`src/ulw_params.svh`:
```
// register map, field positions, reset values and timing counts of the lin/guard block
`ifndef ULW_PARAMS_SVH
`define ULW_PARAMS_SVH
`define ULW_OFF_MODE   8'h04
`define ULW_OFF_BRGR   8'h20
`define ULW_OFF_RX_TIMEOUT_REGISTER   8'h24
`define ULW_OFF_TTGR   8'h28
`define ULW_OFF_LINMR  8'h54
`define ULW_OFF_LIN_FRAME_IDENTIFIER  8'h58
`define ULW_OFF_WRITE_GUARD_MODE   8'he4
`define ULW_OFF_WRITE_GUARD_STATUS   8'he8
`define ULW_OFF_VER    8'hfc
`define ULW_MODE_W     32
`define ULW_MR_LINM    0
`define ULW_BRGR_W     19
`define ULW_TO_W       17
`define ULW_TTGR_W     8
`define ULW_LINMR_W    17
`define ULW_LM_NODE_ACTION_HI 1
`define ULW_LM_NODE_ACTION_LO 0
`define ULW_LM_ID_PARITY_OFF  2
`define ULW_LM_CHECKSUM_OFF  3
`define ULW_LM_CHECKSUM_KIND  4
`define ULW_LM_DLM     5
`define ULW_LM_DLC_HI  15
`define ULW_LM_DLC_LO  8
`define ULW_ID_W       8
`define ULW_WP_KEY_HI  31
`define ULW_WP_KEY_LO  8
`define ULW_WP_KEY     24'h555341
`define ULW_WP_EN      0
`define ULW_WS_VS      0
`define ULW_WS_SRC_HI  23
`define ULW_WS_SRC_LO  8
`define ULW_SRC_W      16
`define ULW_RST_VAL    32'h00000000
`define ULW_VERSION    32'h00000123
`define ULW_CLK_DIV    8
`define ULW_DIV_W      3
`define ULW_LEN_W      9
`endif

```
`src/ulw_pkg.sv`:
```
// types shared by the lin frame configuration and write guard block
`include "ulw_params.svh"
package ulw_pkg;
  typedef enum logic [1:0] {
    ULW_NODE_ACTION_PUBLISH,
    ULW_NODE_ACTION_SUBSCRIBE,
    ULW_NODE_ACTION_IGNORE,
    ULW_NODE_ACTION_RESERVED
  } ulw_node_action_e;

  typedef struct packed {
    logic [`ULW_MODE_W-1:0]  mode;
    logic [`ULW_BRGR_W-1:0]  brgr;
    logic [`ULW_TO_W-1:0]    rx_timeout_register;
    logic [`ULW_TTGR_W-1:0]  ttgr;
    logic [`ULW_LINMR_W-1:0] linmr;
    logic [`ULW_ID_W-1:0]    lin_frame_identifier;
    logic                    guard_enable;
    logic                    guard_violation_flag;
    logic [`ULW_SRC_W-1:0]   wpsrc;
    logic                    rdy;
    logic                    err;
    logic [31:0]             rdata;
    logic [`ULW_DIV_W-1:0]   div;
    logic                    tick;
    logic [`ULW_TO_W-1:0]    tocnt;
    logic                    tohit;
    logic [`ULW_ID_W-1:0]    csum;
    logic                    perr;
  } ulw_state_s;
endpackage
```
`src/ulw_lin_guard.sv`:
```
// lin frame options, identifier, write guard, version and divided clock tick
`timescale 1ns/1ps
`include "ulw_params.svh"
module ulw_lin_guard #(
  parameter logic [31:0] VERSION_ID = `ULW_VERSION // arbitrary value
) (
  input  wire logic        mclk_i,        // 25 mhz module clock
  input  wire logic        nrst_i,        // async reset, active low
  input  wire logic        psel_i,        // apb select
  input  wire logic        penable_i,     // apb enable
  input  wire logic        pwrite_i,      // apb write
  input  wire logic [7:0]  paddr_i,       // apb byte address
  input  wire logic [31:0] pwdata_i,      // apb write data
  output logic      [31:0] prdata_o,      // apb read data
  output logic             pready_o,      // apb ready
  output logic             pslverr_o,     // apb unmapped address
  output logic             lin_master_o,  // lin master role selected
  output logic [7:0]       id_tx_o,       // identifier to transmit
  input  wire logic        rx_id_valid_i, // received identifier strobe
  input  wire logic [7:0]  rx_id_i,       // received identifier
  output logic             id_perr_o,     // received id parity bad
  output logic [8:0]       resp_len_o,    // response length in bytes
  output logic             tx_resp_o,     // node sends response
  output logic             rx_resp_o,     // node receives response
  output logic             chk_en_o,      // checksum generate/check
  output logic             chk_classic_o, // classic checksum selected
  input  wire logic        ck_clear_i,    // start new checksum
  input  wire logic        ck_valid_i,    // data byte strobe
  input  wire logic [7:0]  ck_data_i,     // data byte
  output logic [7:0]       checksum_o,    // checksum of bytes so far
  input  wire logic        bit_tick_i,    // one pulse per bit period
  input  wire logic        rx_active_i,   // receiver saw activity
  output logic             rx_timeout_o,  // timeout pulse
  output logic             div_tick_o,    // divided clock tick
  output logic [15:0]      cd_o,          // baud clock divider
  output logic [2:0]       fp_o,          // baud fractional part
  output logic [7:0]       guard_time_o   // transmit guard time
);

  ulw_pkg::ulw_state_s s_q;
  ulw_pkg::ulw_state_s s_d;
  ulw_pkg::ulw_node_action_e  node_action;

  logic        acc;
  logic        done;
  logic        wr_done;
  logic        rd_done;
  logic        guarded;
  logic [31:0] rmux;
  logic        hit;
  logic        master;
  logic [7:0]  prot_id;
  logic [7:0]  id_len;
  logic [8:0]  sum9;
  logic [1:0]  rx_par;

  assign master = s_q.mode[`ULW_MR_LINM];
  assign node_action = ulw_pkg::ulw_node_action_e'(s_q.linmr[`ULW_LM_NODE_ACTION_HI:`ULW_LM_NODE_ACTION_LO]);

  // apb answers one cycle into the access phase so read data is a flop
  assign acc = psel_i & penable_i;
  assign done = acc & s_q.rdy;
  assign wr_done = done & pwrite_i;
  assign rd_done = done & ~pwrite_i;

  // mode, divider, timeout and guard time sit behind the guard
  always_comb begin
    case (paddr_i)
      `ULW_OFF_MODE,
      `ULW_OFF_BRGR,
      `ULW_OFF_RX_TIMEOUT_REGISTER,
      `ULW_OFF_TTGR: guarded = 1'b1;
      default:       guarded = 1'b0;
    endcase
  end

  // identifier with parity bits in 7:6 unless parity is off
  always_comb begin
    prot_id = s_q.lin_frame_identifier;
    if (!s_q.linmr[`ULW_LM_ID_PARITY_OFF]) begin
      prot_id[6] = s_q.lin_frame_identifier[0] ^ s_q.lin_frame_identifier[1] ^ s_q.lin_frame_identifier[2] ^ s_q.lin_frame_identifier[4];
      prot_id[7] = ~(s_q.lin_frame_identifier[1] ^ s_q.lin_frame_identifier[3] ^ s_q.lin_frame_identifier[4] ^ s_q.lin_frame_identifier[5]);
    end
  end

  assign rx_par[0] = rx_id_i[0] ^ rx_id_i[1] ^ rx_id_i[2] ^ rx_id_i[4];
  assign rx_par[1] = ~(rx_id_i[1] ^ rx_id_i[3] ^ rx_id_i[4] ^ rx_id_i[5]);

  // length coded in identifier bits 5:4 as 2, 2, 4 or 8 bytes
  always_comb begin
    case (s_q.lin_frame_identifier[5:4])
      2'h2:    id_len = 8'h04;
      2'h3:    id_len = 8'h08;
      default: id_len = 8'h02;
    endcase
  end

  assign sum9 = {1'b0, s_q.csum} + {1'b0, ck_data_i};

  // read mux; the key field never comes back
  always_comb begin
    rmux = `ULW_RST_VAL;
    hit = 1'b1;
    case (paddr_i)
      `ULW_OFF_MODE:  rmux = s_q.mode;
      `ULW_OFF_BRGR:  rmux[`ULW_BRGR_W-1:0] = s_q.brgr;
      `ULW_OFF_RX_TIMEOUT_REGISTER:  rmux[`ULW_TO_W-1:0] = s_q.rx_timeout_register;
      `ULW_OFF_TTGR:  rmux[`ULW_TTGR_W-1:0] = s_q.ttgr;
      `ULW_OFF_LINMR: rmux[`ULW_LINMR_W-1:0] = s_q.linmr;
      `ULW_OFF_LIN_FRAME_IDENTIFIER: rmux[`ULW_ID_W-1:0] = s_q.lin_frame_identifier;
      `ULW_OFF_WRITE_GUARD_MODE:  rmux[`ULW_WP_EN] = s_q.guard_enable;
      `ULW_OFF_WRITE_GUARD_STATUS: begin
        rmux[`ULW_WS_VS] = s_q.guard_violation_flag;
        rmux[`ULW_WS_SRC_HI:`ULW_WS_SRC_LO] = s_q.wpsrc;
      end
      `ULW_OFF_VER:   rmux = VERSION_ID;
      default:        hit = 1'b0;
    endcase
  end

  always_comb begin
    s_d = s_q;

    // bus handshake
    s_d.rdy = acc & ~s_q.rdy;
    if (acc && !s_q.rdy) begin
      s_d.rdata = rmux;
      s_d.err = ~hit;
    end

    // register writes take effect at the completing edge
    if (wr_done) begin
      case (paddr_i)
        `ULW_OFF_MODE: begin
          if (!s_q.guard_enable) begin
            s_d.mode = pwdata_i;
          end
        end
        `ULW_OFF_BRGR: begin
          if (!s_q.guard_enable) begin
            s_d.brgr = pwdata_i[`ULW_BRGR_W-1:0];
          end
        end
        `ULW_OFF_RX_TIMEOUT_REGISTER: begin
          if (!s_q.guard_enable) begin
            s_d.rx_timeout_register = pwdata_i[`ULW_TO_W-1:0];
          end
        end
        `ULW_OFF_TTGR: begin
          if (!s_q.guard_enable) begin
            s_d.ttgr = pwdata_i[`ULW_TTGR_W-1:0];
          end
        end
        `ULW_OFF_LINMR: begin
          s_d.linmr = pwdata_i[`ULW_LINMR_W-1:0];
        end
        `ULW_OFF_LIN_FRAME_IDENTIFIER: begin
          if (master) begin
            s_d.lin_frame_identifier = pwdata_i[`ULW_ID_W-1:0];
          end
        end
        `ULW_OFF_WRITE_GUARD_MODE: begin
          if (pwdata_i[`ULW_WP_KEY_HI:`ULW_WP_KEY_LO] == `ULW_WP_KEY) begin
            s_d.guard_enable = pwdata_i[`ULW_WP_EN];
          end
        end
        default: begin
        end
      endcase
    end

    // status read clears; a violation in the same cycle would win
    if (rd_done && paddr_i == `ULW_OFF_WRITE_GUARD_STATUS) begin
      s_d.guard_violation_flag = 1'b0;
      s_d.wpsrc = '0;
    end
    if (wr_done && guarded && s_q.guard_enable) begin
      s_d.guard_violation_flag = 1'b1;
      s_d.wpsrc = {8'h00, paddr_i};
    end

    // slave keeps the last identifier seen on the line
    if (!master && rx_id_valid_i) begin
      s_d.lin_frame_identifier = rx_id_i;
      s_d.perr = ~s_q.linmr[`ULW_LM_ID_PARITY_OFF] & (rx_par != rx_id_i[7:6]);
    end

    // enhanced sum starts from the protected id, classic from zero
    if (ck_clear_i) begin
      s_d.csum = s_q.linmr[`ULW_LM_CHECKSUM_KIND] ? 8'h00 : prot_id;
    end else if (ck_valid_i) begin
      s_d.csum = sum9[7:0] + {7'h00, sum9[8]};
    end

    // fixed divide by eight
    s_d.div = s_q.div + 3'h1;
    s_d.tick = (s_q.div == 3'(`ULW_CLK_DIV - 1));

    // time-out reloads on activity and counts bit periods down
    s_d.tohit = 1'b0;
    if (rx_active_i) begin
      s_d.tocnt = s_q.rx_timeout_register;
    end else if (bit_tick_i && s_q.tocnt != '0) begin
      s_d.tocnt = s_q.tocnt - 17'h00001;
      s_d.tohit = (s_q.tocnt == 17'h00001);
    end
  end

  always_ff @(posedge mclk_i or negedge nrst_i) begin
    if (!nrst_i) begin
      s_q <= '0;
    end else begin
      s_q <= s_d;
    end
  end

  assign prdata_o = s_q.rdata;
  assign pready_o = s_q.rdy;
  assign pslverr_o = s_q.rdy & s_q.err;
  assign lin_master_o = master;
  assign id_tx_o = prot_id;
  assign id_perr_o = s_q.perr;

  // length field plus one covers 1 to 256 bytes
  assign resp_len_o = s_q.linmr[`ULW_LM_DLM]
                    ? {1'b0, id_len}
                    : {1'b0, s_q.linmr[`ULW_LM_DLC_HI:`ULW_LM_DLC_LO]} + 9'h001;

  // reserved node action code neither sends nor receives
  assign tx_resp_o = (node_action == ulw_pkg::ULW_NODE_ACTION_PUBLISH);
  assign rx_resp_o = (node_action == ulw_pkg::ULW_NODE_ACTION_SUBSCRIBE);

  assign chk_en_o = ~s_q.linmr[`ULW_LM_CHECKSUM_OFF];
  assign chk_classic_o = s_q.linmr[`ULW_LM_CHECKSUM_KIND];
  assign checksum_o = ~s_q.csum;
  assign rx_timeout_o = s_q.tohit;
  assign div_tick_o = s_q.tick;
  assign cd_o = s_q.brgr[15:0];
  assign fp_o = s_q.brgr[18:16];
  assign guard_time_o = s_q.ttgr;

endmodule

```
`config.mk`:
```
export PLATFORM = sky130hd
export DESIGN_NAME = ulw_lin_guard
export DESIGN_NICKNAME = d
export VERILOG_FILES = /design/src/ulw_pkg.sv /design/src/ulw_lin_guard.sv
export VERILOG_INCLUDE_DIRS = /design/src /design/src/src
export SDC_FILE = /design/constraint.sdc
export NUM_CORES = 1
export LEC_CHECK = 0
export BUFFER_PORTS_ARGS = -buffer_cell sky130_fd_sc_hd__buf_4
export CORE_UTILIZATION = 51
export CTS_CLUSTER_DIAMETER = 200
export DETAILED_ROUTE_END_ITERATION = 8
export PLACE_DENSITY = 0.75
export SYNTH_ARGS = -nofsm -noshare
export SYNTH_HDL_FRONTEND = slang
export SYNTH_SLANG_ARGS = --single-unit
```
`constraint.sdc`:
```
create_clock -name mclk_i -period 2.8 [get_ports mclk_i]
set_input_delay 0.56 -clock mclk_i [delete_from_list [all_inputs] [get_ports mclk_i]]
set_output_delay 0.56 -clock mclk_i [all_outputs]
set_load 0.005 [all_outputs]
```
==> run_results.csv, run 1 <==
group,metric,value,unit
outcome,run_status,"completed",
setup_path,crit_arrival,3.12,ns
die,die_h,137,µm
timing,fin_ws,0.0576,ns
clock_network,cts-root-buf,"clkbuf_16",
setup_path,crit_path_max_fanout,2,
place,dp_cells,1188,
synthesis,yosysTopAreaCell,"dfrtp_1",
synthesis,syn_nets,941,
routing,routed_wirelength,24100,µm
timing,hold_viol_final,0,
die,fp.coreArea,0.0175,mm²
finish,seqCellArea,0.00440,mm²
synthesis,ys_seq_area_share,47.6,%
place,placedInstanceArea,0.0105,mm²
finish,multi_input_area,0.00415,mm²
finish,final_cell_mix,"215 x buf_4, 176 x dfrtp_1, 97 x mux2_2",
synthesis,synthDistinctLibCells,67,
clock_network,cts_hold_buf,0,
finish,fin_cells,1226,
clock_network,cts.sinks,176,
finish,final_common_cell,"buf_4",
finish,n_antenna_cell,0,
clock_network,clock_latency,0.44,ns
clock_network,cts_buffers,17,
die,io_pins,160,
place,place_hpwl,17500,µm
clock_network,clockBufferDepth,2,
place,portBuffers,159,
routing,postRouteAntennaNets,0,
synthesis,netlist_instances,858,
finish,drive_above_1_share,38.2,%
finish,fill_cells,1434,
die,placementRows,48,
timing,worstMarginPinSlew,0.676,ns
clock_network,cts_tree,"yes",
setup_path,critPathKind,"reg2reg",
grt,grtUsageTotal,27.1,%
finish,final_util,63.9,%
synthesis,synth.top_cell.area_share,47.6,%
synthesis,synth_xor_area_share,3.50,%
synthesis,syn_avg_cell_area,10.8,µm²
routing,wl_per_cell,19.7,µm
routing,drtIter0Drc,573,
die,die_area,0.0187,mm²
power_and_ir_drop,fin_total_pwr,7.00,mW
finish,nets,1071,
grt,grt_pass1_wl,37600,µm
die,die_w,137,µm
synthesis,synthAdderAreaFrac,2.38,%
finish,final_area,0.0112,mm²
setup_path,startpoint_type,"register",
power_and_ir_drop,peakVddDrop,0.504,mV
grt,grt_pass1_vias,6969,
synthesis,synth_area_leaders,"dfrtp_1 48%, mux2_2 12%, buf_4 5.4%",
power_and_ir_drop,p_leak,5.49,nW
timing,fin_crit,2.74,ns
run,max_cap_viol_count,0,
finish,syn2layout_area_growth,21.1,%
synthesis,synth_top_family_by_area,"simple AND/OR/NAND/NOR gates",
power_and_ir_drop,powerDensity,624,mW/mm²
synthesis,syn-cell-area,0.00926,mm²
timing,rsz0062_at_grt,"yes",
clock_network,htreeDepth,4,
setup_path,worstSetupEndpointType,"register",
routing,drc,0,
synthesis,synth-simple-area-share,14.7,%
routing,first_pass_iters,5,
synthesis,ys_ff_latch,176,
synthesis,synth_edf_count,0,
place,gp_congestion,0.880,
synthesis,synth_compound_area_share,11.0,%
grt,grt_overflow_total,0,
synthesis,synthFlopType,"dfrtp_1",
synthesis,synth-async-reset-ratio,100,%
timing,fin_crit_sh,97.9,%
timing,fmax,365,MHz
die,start_util,52.8,%
grt,antenna_found_initial,0,
timing,finalClockSkew,0.00853,ns
timing,setup_viol,0,
routing,vias,7138,
routing,viasPerCell,5.82,
min_path,hold_path_class,"in2async",
grt,grt_max_degree,63,
clock_network,clk_pin_slew,0.07,ns
synthesis,ys_warn_count,0,
timing,slew_viol_final,0,
place,dpl_worst_slack,-0.370,ns
synthesis,synth.area.mux_share,12.6,%
timing,max_slew_margin,54.4,%
setup_path,cp.required,3.17,ns
[state kept, by name (all words and copies together) (netlist names)]
name,count
lin_master_o,1
pready_o,1
node_action,2
id_perr_o,1
div_tick_o,1
rx_timeout_o,1
s_q,103
chk_classic_o,1
cd_o,16
prdata_o,32
guard_time_o,8
id_tx_o,6
fp_o,3
[power breakdown]
part           switching, mW  internal [mW]  leakage [nW]
clock network           1.11           1.30         0.298
logic                  0.938          0.814          2.79
registers              0.146           2.69          2.40
[worst paths after layout]
check | from | end | slack (ns) | cells past startpoint
max in group asynchronous | nrst_i | s_q[4] | 1.87 | 2
min | nrst_i | rx_timeout_o | 0.11 | 1
max reg2reg | s_q[1] | s_q[6] | 0.06 | 12
max | s_q[1] | s_q[6] | 0.06 | 12
min in group mclk_i | pwdata_i[28] | s_q[180] | 0.35 | 2
min reg2reg | s_q[28] | s_q[28] | 0.44 | 1
[metal layers]
| metal | up-vias | wire length [µm] | global-route usage (%) |
|---|---|---|---|
| li1 | 3286 | - | - |
| met1 | 3580 | 10600 | 37.1 |
| met2 | 238 | 11500 | 42.9 |
| met3 | 34 | 1490 | 5.59 |
| met4 | 0 | 443 | 8.89 |
| met5 | - | 0 | 0 |
[repair_timing]
action	4_1_cts	5_1_grt
pin swaps	6	2
setup endpoints to repair	2	4
endpoints found under the hold margin	0	0
buffers inserted	3	3
gates resized for setup	2	6
[area by class of cell]
class / count / share of cell area, %
multi-input cells: 552 / 37.0
flip-flops and latches: 176 / 39.3
clock buffers: 18 / 3.92
inverters: 22 / 0.737
repair buffers: 219 / 15.0
clock inverters: 14 / 1.48
well taps: 225 / 2.51
[cell usage after synthesis (4+ instances only)]
library cell,number
dfrtp_1,176
mux2_2,97
nand2_1,92
buf_4,66
o21ai_0,44
nor2_1,34
xnor2_1,28
nand3_1,26
clkbuf_1,21
inv_1,21
ha_1,16
a22o_1,15
a22oi_1,14
a222oi_1,13
nor3_1,13
a21oi_1,11
nor4_1,11
a221oi_1,10
and2_1,10
buf_1,9
buf_2,9
o21ai_1,9
xor2_1,9
nand4_1,8
mux2i_1,7
or3_1,7
a211oi_1,5
nor4_2,5
nor2b_1,4
nor3b_1,4
[critical path: stages, from the launching register on]
cell	delay, ns
dfrtp_1	0.41
ha_4	0.17
fa_2	0.36
a211oi_4	0.29
o21ai_2	0.10
a21oi_2	0.14
o21bai_2	0.09
ha_2	0.20
and3_4	0.16
o22a_1	0.19
o211a_1	0.14
a2111oi_2	0.29
nand3b_1	0.15
[stage by stage]
stage                     TNS (ns)  hold WS (ns)
after floorplan            -0.0644         0.264
after global placement      -0.788         0.414
after detailed placement     -1.27         0.420
after CTS                        0         0.124
after global routing       -0.0998         0.147
final                            0         0.109
[cells by family after synthesis]
| family | after synthesis |
|---|---|
| xor gates and xnor gates | 37 |
| muxes | 104 |
| adders and majority gates | 17 |
| AOI/OAI and AO/OA | 144 |
| DFF | 176 |
| and+or+nand+nor | 250 |
| buffers and inverters | 130 |
Note: power is estimated with default switching activity, not from simulation.
==> inputs of run 2 (changes only) <==
--- a/config.mk
+++ b/config.mk
@@ -7,10 +7,11 @@
 export NUM_CORES = 1
 export LEC_CHECK = 0
 export BUFFER_PORTS_ARGS = -buffer_cell sky130_fd_sc_hd__buf_4
-export CORE_UTILIZATION = 51
+export CORE_MARGIN = 10
+export CORE_UTILIZATION = 61
 export CTS_CLUSTER_DIAMETER = 200
 export DETAILED_ROUTE_END_ITERATION = 8
-export PLACE_DENSITY = 0.75
+export PLACE_DENSITY = 0.84
 export SYNTH_ARGS = -nofsm -noshare
 export SYNTH_HDL_FRONTEND = slang
 export SYNTH_SLANG_ARGS = --single-unit
==> constraint.sdc (replaced) <==
create_clock -name mclk_i -period 3.3 [get_ports mclk_i]
set_input_delay 0.66 -clock mclk_i [delete_from_list [all_inputs] [get_ports mclk_i]]
set_output_delay 0.66 -clock mclk_i [all_outputs]
set_load 0.005 [all_outputs]
==> run 2 against run 1 <==
Effect of this change: cell count fell by 5.7%; sequential share of layout area up 1.4 points; clock skew increased by 0.0012 ns; cell area decreased by 3.4%; utilization is 9.7 points higher; clock power is 20% lower; largest power group unchanged.
==> run_results.csv, run 2 (same netlist as run 1, synthesis figures left out) <==
group,metric,value,unit
outcome,run_status,"completed",
min_path,hold_path_class,"in2async",
setup_path,startpoint_type,"register",
finish,nets,1043,
setup_path,r2r_slack,0.23,ns
timing,fmax,325,MHz
setup_path,critical_path.startpoint,"s_q[1]",
grt,grt_overflow_total,0,
timing,setup_tns,0,ns
routing,vias,7327,
timing,fin_ws,0.227,ns
power_and_ir_drop,fin_total_pwr,5.74,mW
setup_path,endpoint,"s_q[6]",
clock_network,htreeDepth,4,
clock_network,cts_buffers,17,
setup_path,crit_path_max_fanout,3,
grt,grt_pass1_wl,40100,µm
clock_network,cts_hold_buf,0,
timing,finalClockSkew,0.00972,ns
grt,grt_max_degree,62,
power_and_ir_drop,powerDensity,530,mW/mm²
clock_network,cts_setup_buffers,0,
finish,regMostFlops,"s_q",
timing,rsz0062_at_grt,"no",
routing,viasPerCell,6.34,
finish,final_area,0.0108,mm²
finish,n_antenna_cell,0,
power_and_ir_drop,peakVddDrop,0.510,mV
routing,drc,0,
power_and_ir_drop,intPower,3.99,mW
routing,routed_wirelength,25700,µm
timing,setup_viol,0,
clock_network,clk_pin_slew,0.06,ns
routing,first_pass_iters,8,
power_and_ir_drop,pwr-share-comb,24.6,%
setup_path,worstReg2RegStart,"s_q[1]",
grt,grtUsageTotal,25.0,%
setup_path,crit_arrival,3.44,ns
place,portBuffers,159,
grt,antenna_found_initial,0,
setup_path,worst_r2r_path_depth,12,
timing,slew_viol_final,0,
clock_network,cts_tree,"yes",
die,io_pins,160,
power_and_ir_drop,pwr-share-seq,41.9,%
timing,fin_crit,3.07,ns
finish,final_common_cell,"buf_4",
clock_network,clockBufferDepth,2,
power_and_ir_drop,p_leak,5.32,nW
place,place_hpwl,18800,µm
timing,holdWs,0.199,ns
die,fp.coreArea,0.0147,mm²
finish,final_cell_mix,"188 x buf_4, 176 x dfrtp_1, 97 x mux2_2",
place,placedInstanceArea,0.0103,mm²
power_and_ir_drop,swShare,30.5,%
clock_network,cts-root-buf,"clkbuf_16",
die,start_util,63.0,%
timing,fin_crit_sh,93.1,%
timing,hold_viol_final,0,
finish,syn2layout_area_growth,16.9,%
routing,drtIter0Drc,799,
finish,final_util,73.7,%
place,dp_cells,1125,
place,gp_congestion,0.917,
finish,fin_cells,1156,
clock_network,cts-resized-gates,0,
place,dpl_worst_slack,-0.110,ns
die,die_w,143,µm
finish,drive_above_1_share,35.1,%
routing,postRouteAntennaNets,0,
die,die_area,0.0205,mm²
clock_network,clock_latency,0.43,ns
die,placementRows,44,
setup_path,cp.required,3.67,ns
power_and_ir_drop,switching_power,1.75,mW
die,die_h,143,µm
setup_path,worstSetupEndpointType,"register",
power_and_ir_drop,power_frac_clock,33.5,%
setup_path,reg2reg_to,"s_q[6]",
timing,worstMarginPinSlew,0.823,ns
finish,largest_reg_flops,103,
clock_network,cts.sinks,176,
run,max_cap_viol_count,0,
timing,max_slew_margin,45.0,%
setup_path,critPathKind,"reg2reg",
routing,wl_per_cell,22.3,µm
grt,grt_pass1_vias,7401,
==> run 2: cell types whose count changed in the layout (fill, tap and decap cells not counted), moves of 3 or more <==
cell      change
inv_6         -4
inv_8         -3
buf_4        -27
clkinv_2      +4
==> run 2: per-layer routing <==
layer | up-vias | wire (µm) | GRT usage [%]
li1 | 3234 | - | -
met1 | 3647 | 10500 | 32.1
met2 | 394 | 12500 | 40.3
met3 | 52 | 2180 | 6.30
met4 | 0 | 590 | 8.90
met5 | - | 0 | 0
==> run 2: worst min path at each step <==
stage                        from       to  slack (ns)  depth (start not counted)
final                      nrst_i   s_q[8]        0.20                          1
after global routing       nrst_i   s_q[8]        0.24                          1
after CTS                  nrst_i   s_q[8]        0.23                          1
after detailed placement  s_q[28]  s_q[28]        0.43                          1
after global placement    s_q[28]  s_q[28]        0.42                          1
after floorplan            nrst_i  cd_o[0]        0.36                          0
==> run 2: critical path: stages, from the launching register on <==
cell and delay (ns):
dfrtp_1 0.40, ha_1 0.22, fa_1 0.41, a211oi_1 0.28, o21ai_0 0.17, a21oi_1 0.15
o21bai_1 0.11, ha_1 0.22, and3_1 0.18, o22a_1 0.20, o211a_1 0.13, a2111oi_0 0.38
nand3b_1 0.16
==> run 2: area by class of cell <==
cell class,count,area [µm²]
Tap cell,184,230
Clock buffer,22,474
Inverter,22,82.6
Sequential cell,176,4400
Fill cell,997,3870
Multi-Input combinational cell,552,4090
Clock inverter,9,83.8
Timing Repair Buffer,191,1460
==> run 2: power groups by stage <==
stage	Sequential (mW)	Combinational [mW]	Clock, mW
floorplan	2.41	1.05	0
finish	2.40	1.41	1.92
CTS	2.40	1.41	1.93
global route	2.42	1.55	2.04
global placement	2.43	1.36	0
detailed placement	2.44	1.39	0
==> inputs of run 3 (changes only) <==
--- a/config.mk
+++ b/config.mk
@@ -7,11 +7,11 @@
 export NUM_CORES = 1
 export LEC_CHECK = 0
 export BUFFER_PORTS_ARGS = -buffer_cell sky130_fd_sc_hd__buf_4
-export CORE_MARGIN = 10
-export CORE_UTILIZATION = 61
+export CORE_MARGIN = 2
+export CORE_UTILIZATION = 51
 export CTS_CLUSTER_DIAMETER = 200
 export DETAILED_ROUTE_END_ITERATION = 8
-export PLACE_DENSITY = 0.84
+export PLACE_DENSITY = 0.75
 export SYNTH_ARGS = -nofsm -noshare
 export SYNTH_HDL_FRONTEND = slang
 export SYNTH_SLANG_ARGS = --single-unit
==> constraint.sdc (replaced) <==
create_clock -name mclk_i -period 2.56 [get_ports mclk_i]
set_input_delay 0.512 -clock mclk_i [delete_from_list [all_inputs] [get_ports mclk_i]]
set_output_delay 0.512 -clock mclk_i [all_outputs]
set_load 0.005 [all_outputs]
==> run 3 against run 2 <==
Effect of this change: the run now ends with negative setup slack left; via count decreased by 0.86%; hold slack got worse by 0.15 ns; flip-flop and latch count unchanged; cell area increased by 4.1%; combinational power increased by 40%; non-clock buffer count increased by 35; count of clock-buffer cells in the layout decreased by 4; global-route usage increased by 1.1 points; setup slack got worse by 0.40 ns; maximum frequency increased by 13%; critical endpoint unchanged; largest power group unchanged.
==> run_results.csv, run 3 (same netlist as run 1, synthesis figures left out) <==
group,metric,value,unit
die,start_util,51.7,%
finish,nets,1078,
finish,seqCellArea,0.00440,mm²
die,placementRows,49,
routing,routed_wirelength,25100,µm
setup_path,path_cells,"ha_4 -> fa_2 -> a211oi_4 -> o21ai_2 -> a21oi_2 -> o21bai_1 -> ha_2 -> and3_4 -> o22a_1 -> o211a_1 -> a2111oi_4 -> nand3b_1",
setup_path,startpoint_type,"register",
timing,hold_viol_final,0,
power_and_ir_drop,peakVddDrop,0.550,mV
setup_path,critical_path_buf_inv_count,0,
grt,grt_max_degree,63,
finish,final_cell_mix,"222 x buf_4, 176 x dfrtp_1, 97 x mux2_2",
timing,fin_crit_sh,107,%
timing,setup_tns,-0.265,ns
finish,final_common_cell,"buf_4",
min_path,hold_path_class,"in2async",
routing,wl_per_cell,20.3,µm
timing,max_slew_margin,47.1,%
power_and_ir_drop,powerDensity,670,mW/mm²
clock_network,clk_pin_slew,0.07,ns
setup_path,crit_arrival,3.09,ns
timing,setup_viol,3,
setup_path,crit_path_max_fanout,2,
finish,largest_reg_flops,103,
outcome,run_status,"complete, but fails checks",
die,die_h,139,µm
timing,finalClockSkew,0.0102,ns
routing,drtIter0Drc,687,
run,max_cap_viol_count,0,
place,gp_congestion,0.917,
timing,fin_crit,2.73,ns
timing,holdWs,0.0519,ns
die,io_pins,160,
grt,grt_pass1_vias,7156,
routing,first_pass_iters,5,
timing,fmax,366,MHz
setup_path,cp.required,2.92,ns
grt,grt_overflow_total,0,
setup_path,worst_r2r_path_depth,12,
clock_network,cts_buffers,17,
routing,postRouteAntennaNets,0,
finish,drive_above_1_share,39.4,%
routing,viasPerCell,5.87,
grt,grt_pass1_wl,39500,µm
timing,slew_viol_final,0,
clock_network,cts_tree,"yes",
clock_network,htreeDepth,4,
timing,worstMarginPinSlew,0.785,ns
setup_path,crit_slowest_cell,"dfrtp_1",
place,portBuffers,159,
finish,final_area,0.0113,mm²
clock_network,cts.sinks,176,
die,die_w,139,µm
setup_path,critPathKind,"reg2reg",
finish,n_antenna_cell,0,
routing,vias,7264,
clock_network,clockBufferDepth,2,
finish,fill_cells,1499,
finish,multi_input_area,0.00420,mm²
timing,rsz0062_at_grt,"yes",
setup_path,worstSetupEndpointType,"register",
setup_path,path_depth,12,
finish,final_util,63.0,%
setup_path,slowest_delay,0.41,ns
finish,regMostFlops,"s_q",
clock_network,cts_hold_buf,0,
clock_network,cts-root-buf,"clkbuf_16",
die,fp.coreArea,0.0179,mm²
grt,antenna_found_initial,0,
power_and_ir_drop,p_leak,5.50,nW
setup_path,crit_family,"compound AO/OA/AOI/OAI gates",
place,placedInstanceArea,0.0106,mm²
outcome,violations,"negative setup slack",
routing,drc,0,
timing,fin_ws,-0.169,ns
finish,syn2layout_area_growth,21.8,%
grt,grtUsageTotal,26.1,%
place,place_hpwl,18200,µm
die,die_area,0.0192,mm²
clock_network,clock_latency,0.43,ns
==> run 3: metrics by stage <==
| step | setup slack (ns) | power [mW] | instances |
|---|---|---|---|
| after floorplan | -0.256 | 4.48 | 858 |
| after global placement | -0.436 | 4.98 | 1202 |
| after detailed placement | -0.495 | 5.01 | 1202 |
| after CTS | -0.148 | 7.52 | 1237 |
| after global routing | -0.272 | 7.92 | 1237 |
| final | -0.169 | 7.56 | 1237 |
==> run 3: path summary, 6_finish.rpt <==
kind / startpoint / slack (ns) / to
worst max-delay path: s_q[1] / -0.17 / s_q[6]
worst min-delay path: nrst_i / 0.05 / prdata_o[15]
worst max register to register: s_q[1] / -0.17 / s_q[6]
worst min register to register: s_q[28] / 0.43 / s_q[28]
max in group asynchronous: nrst_i / 1.69 / s_q[123]
min in group mclk_i: pwdata_i[26] / 0.32 / s_q[178]
==> run 3: layout make-up <==
class	count	share of cell area (%)
clock buffer	18	3.89
tap	229	2.54
timing repair buffer	226	15.4
inverter	22	0.732
multi-input combinational	552	37.3
clock inverter	14	1.09
sequential	176	39.1
==> run 3: repair_timing <==
action,in CTS,in global routing
pin swaps,9,7
endpoints found under the setup margin,7,10
gates resized for setup,3,16
buffers inserted,3,0
==> run 3: report_power, final <==
group | total, mW | switching [mW] | leakage, nW | internal [mW]
sequential | 3.09 | 0.155 | 2.40 | 2.94
clock | 2.49 | 1.18 | 0.270 | 1.30
combinational | 1.98 | 1.07 | 2.83 | 0.914
total | 7.56 | 2.40 | 5.50 | 5.16
==> run 3: routing by layer <==
metal	vias to the layer above	GRT usage, %	part of all wire, %
met3	25	5.84	6.9
met4	0	5.58	1.3
met5	-	0	0
met1	3655	37.8	44
li1	3294	-	-
met2	290	41.0	47
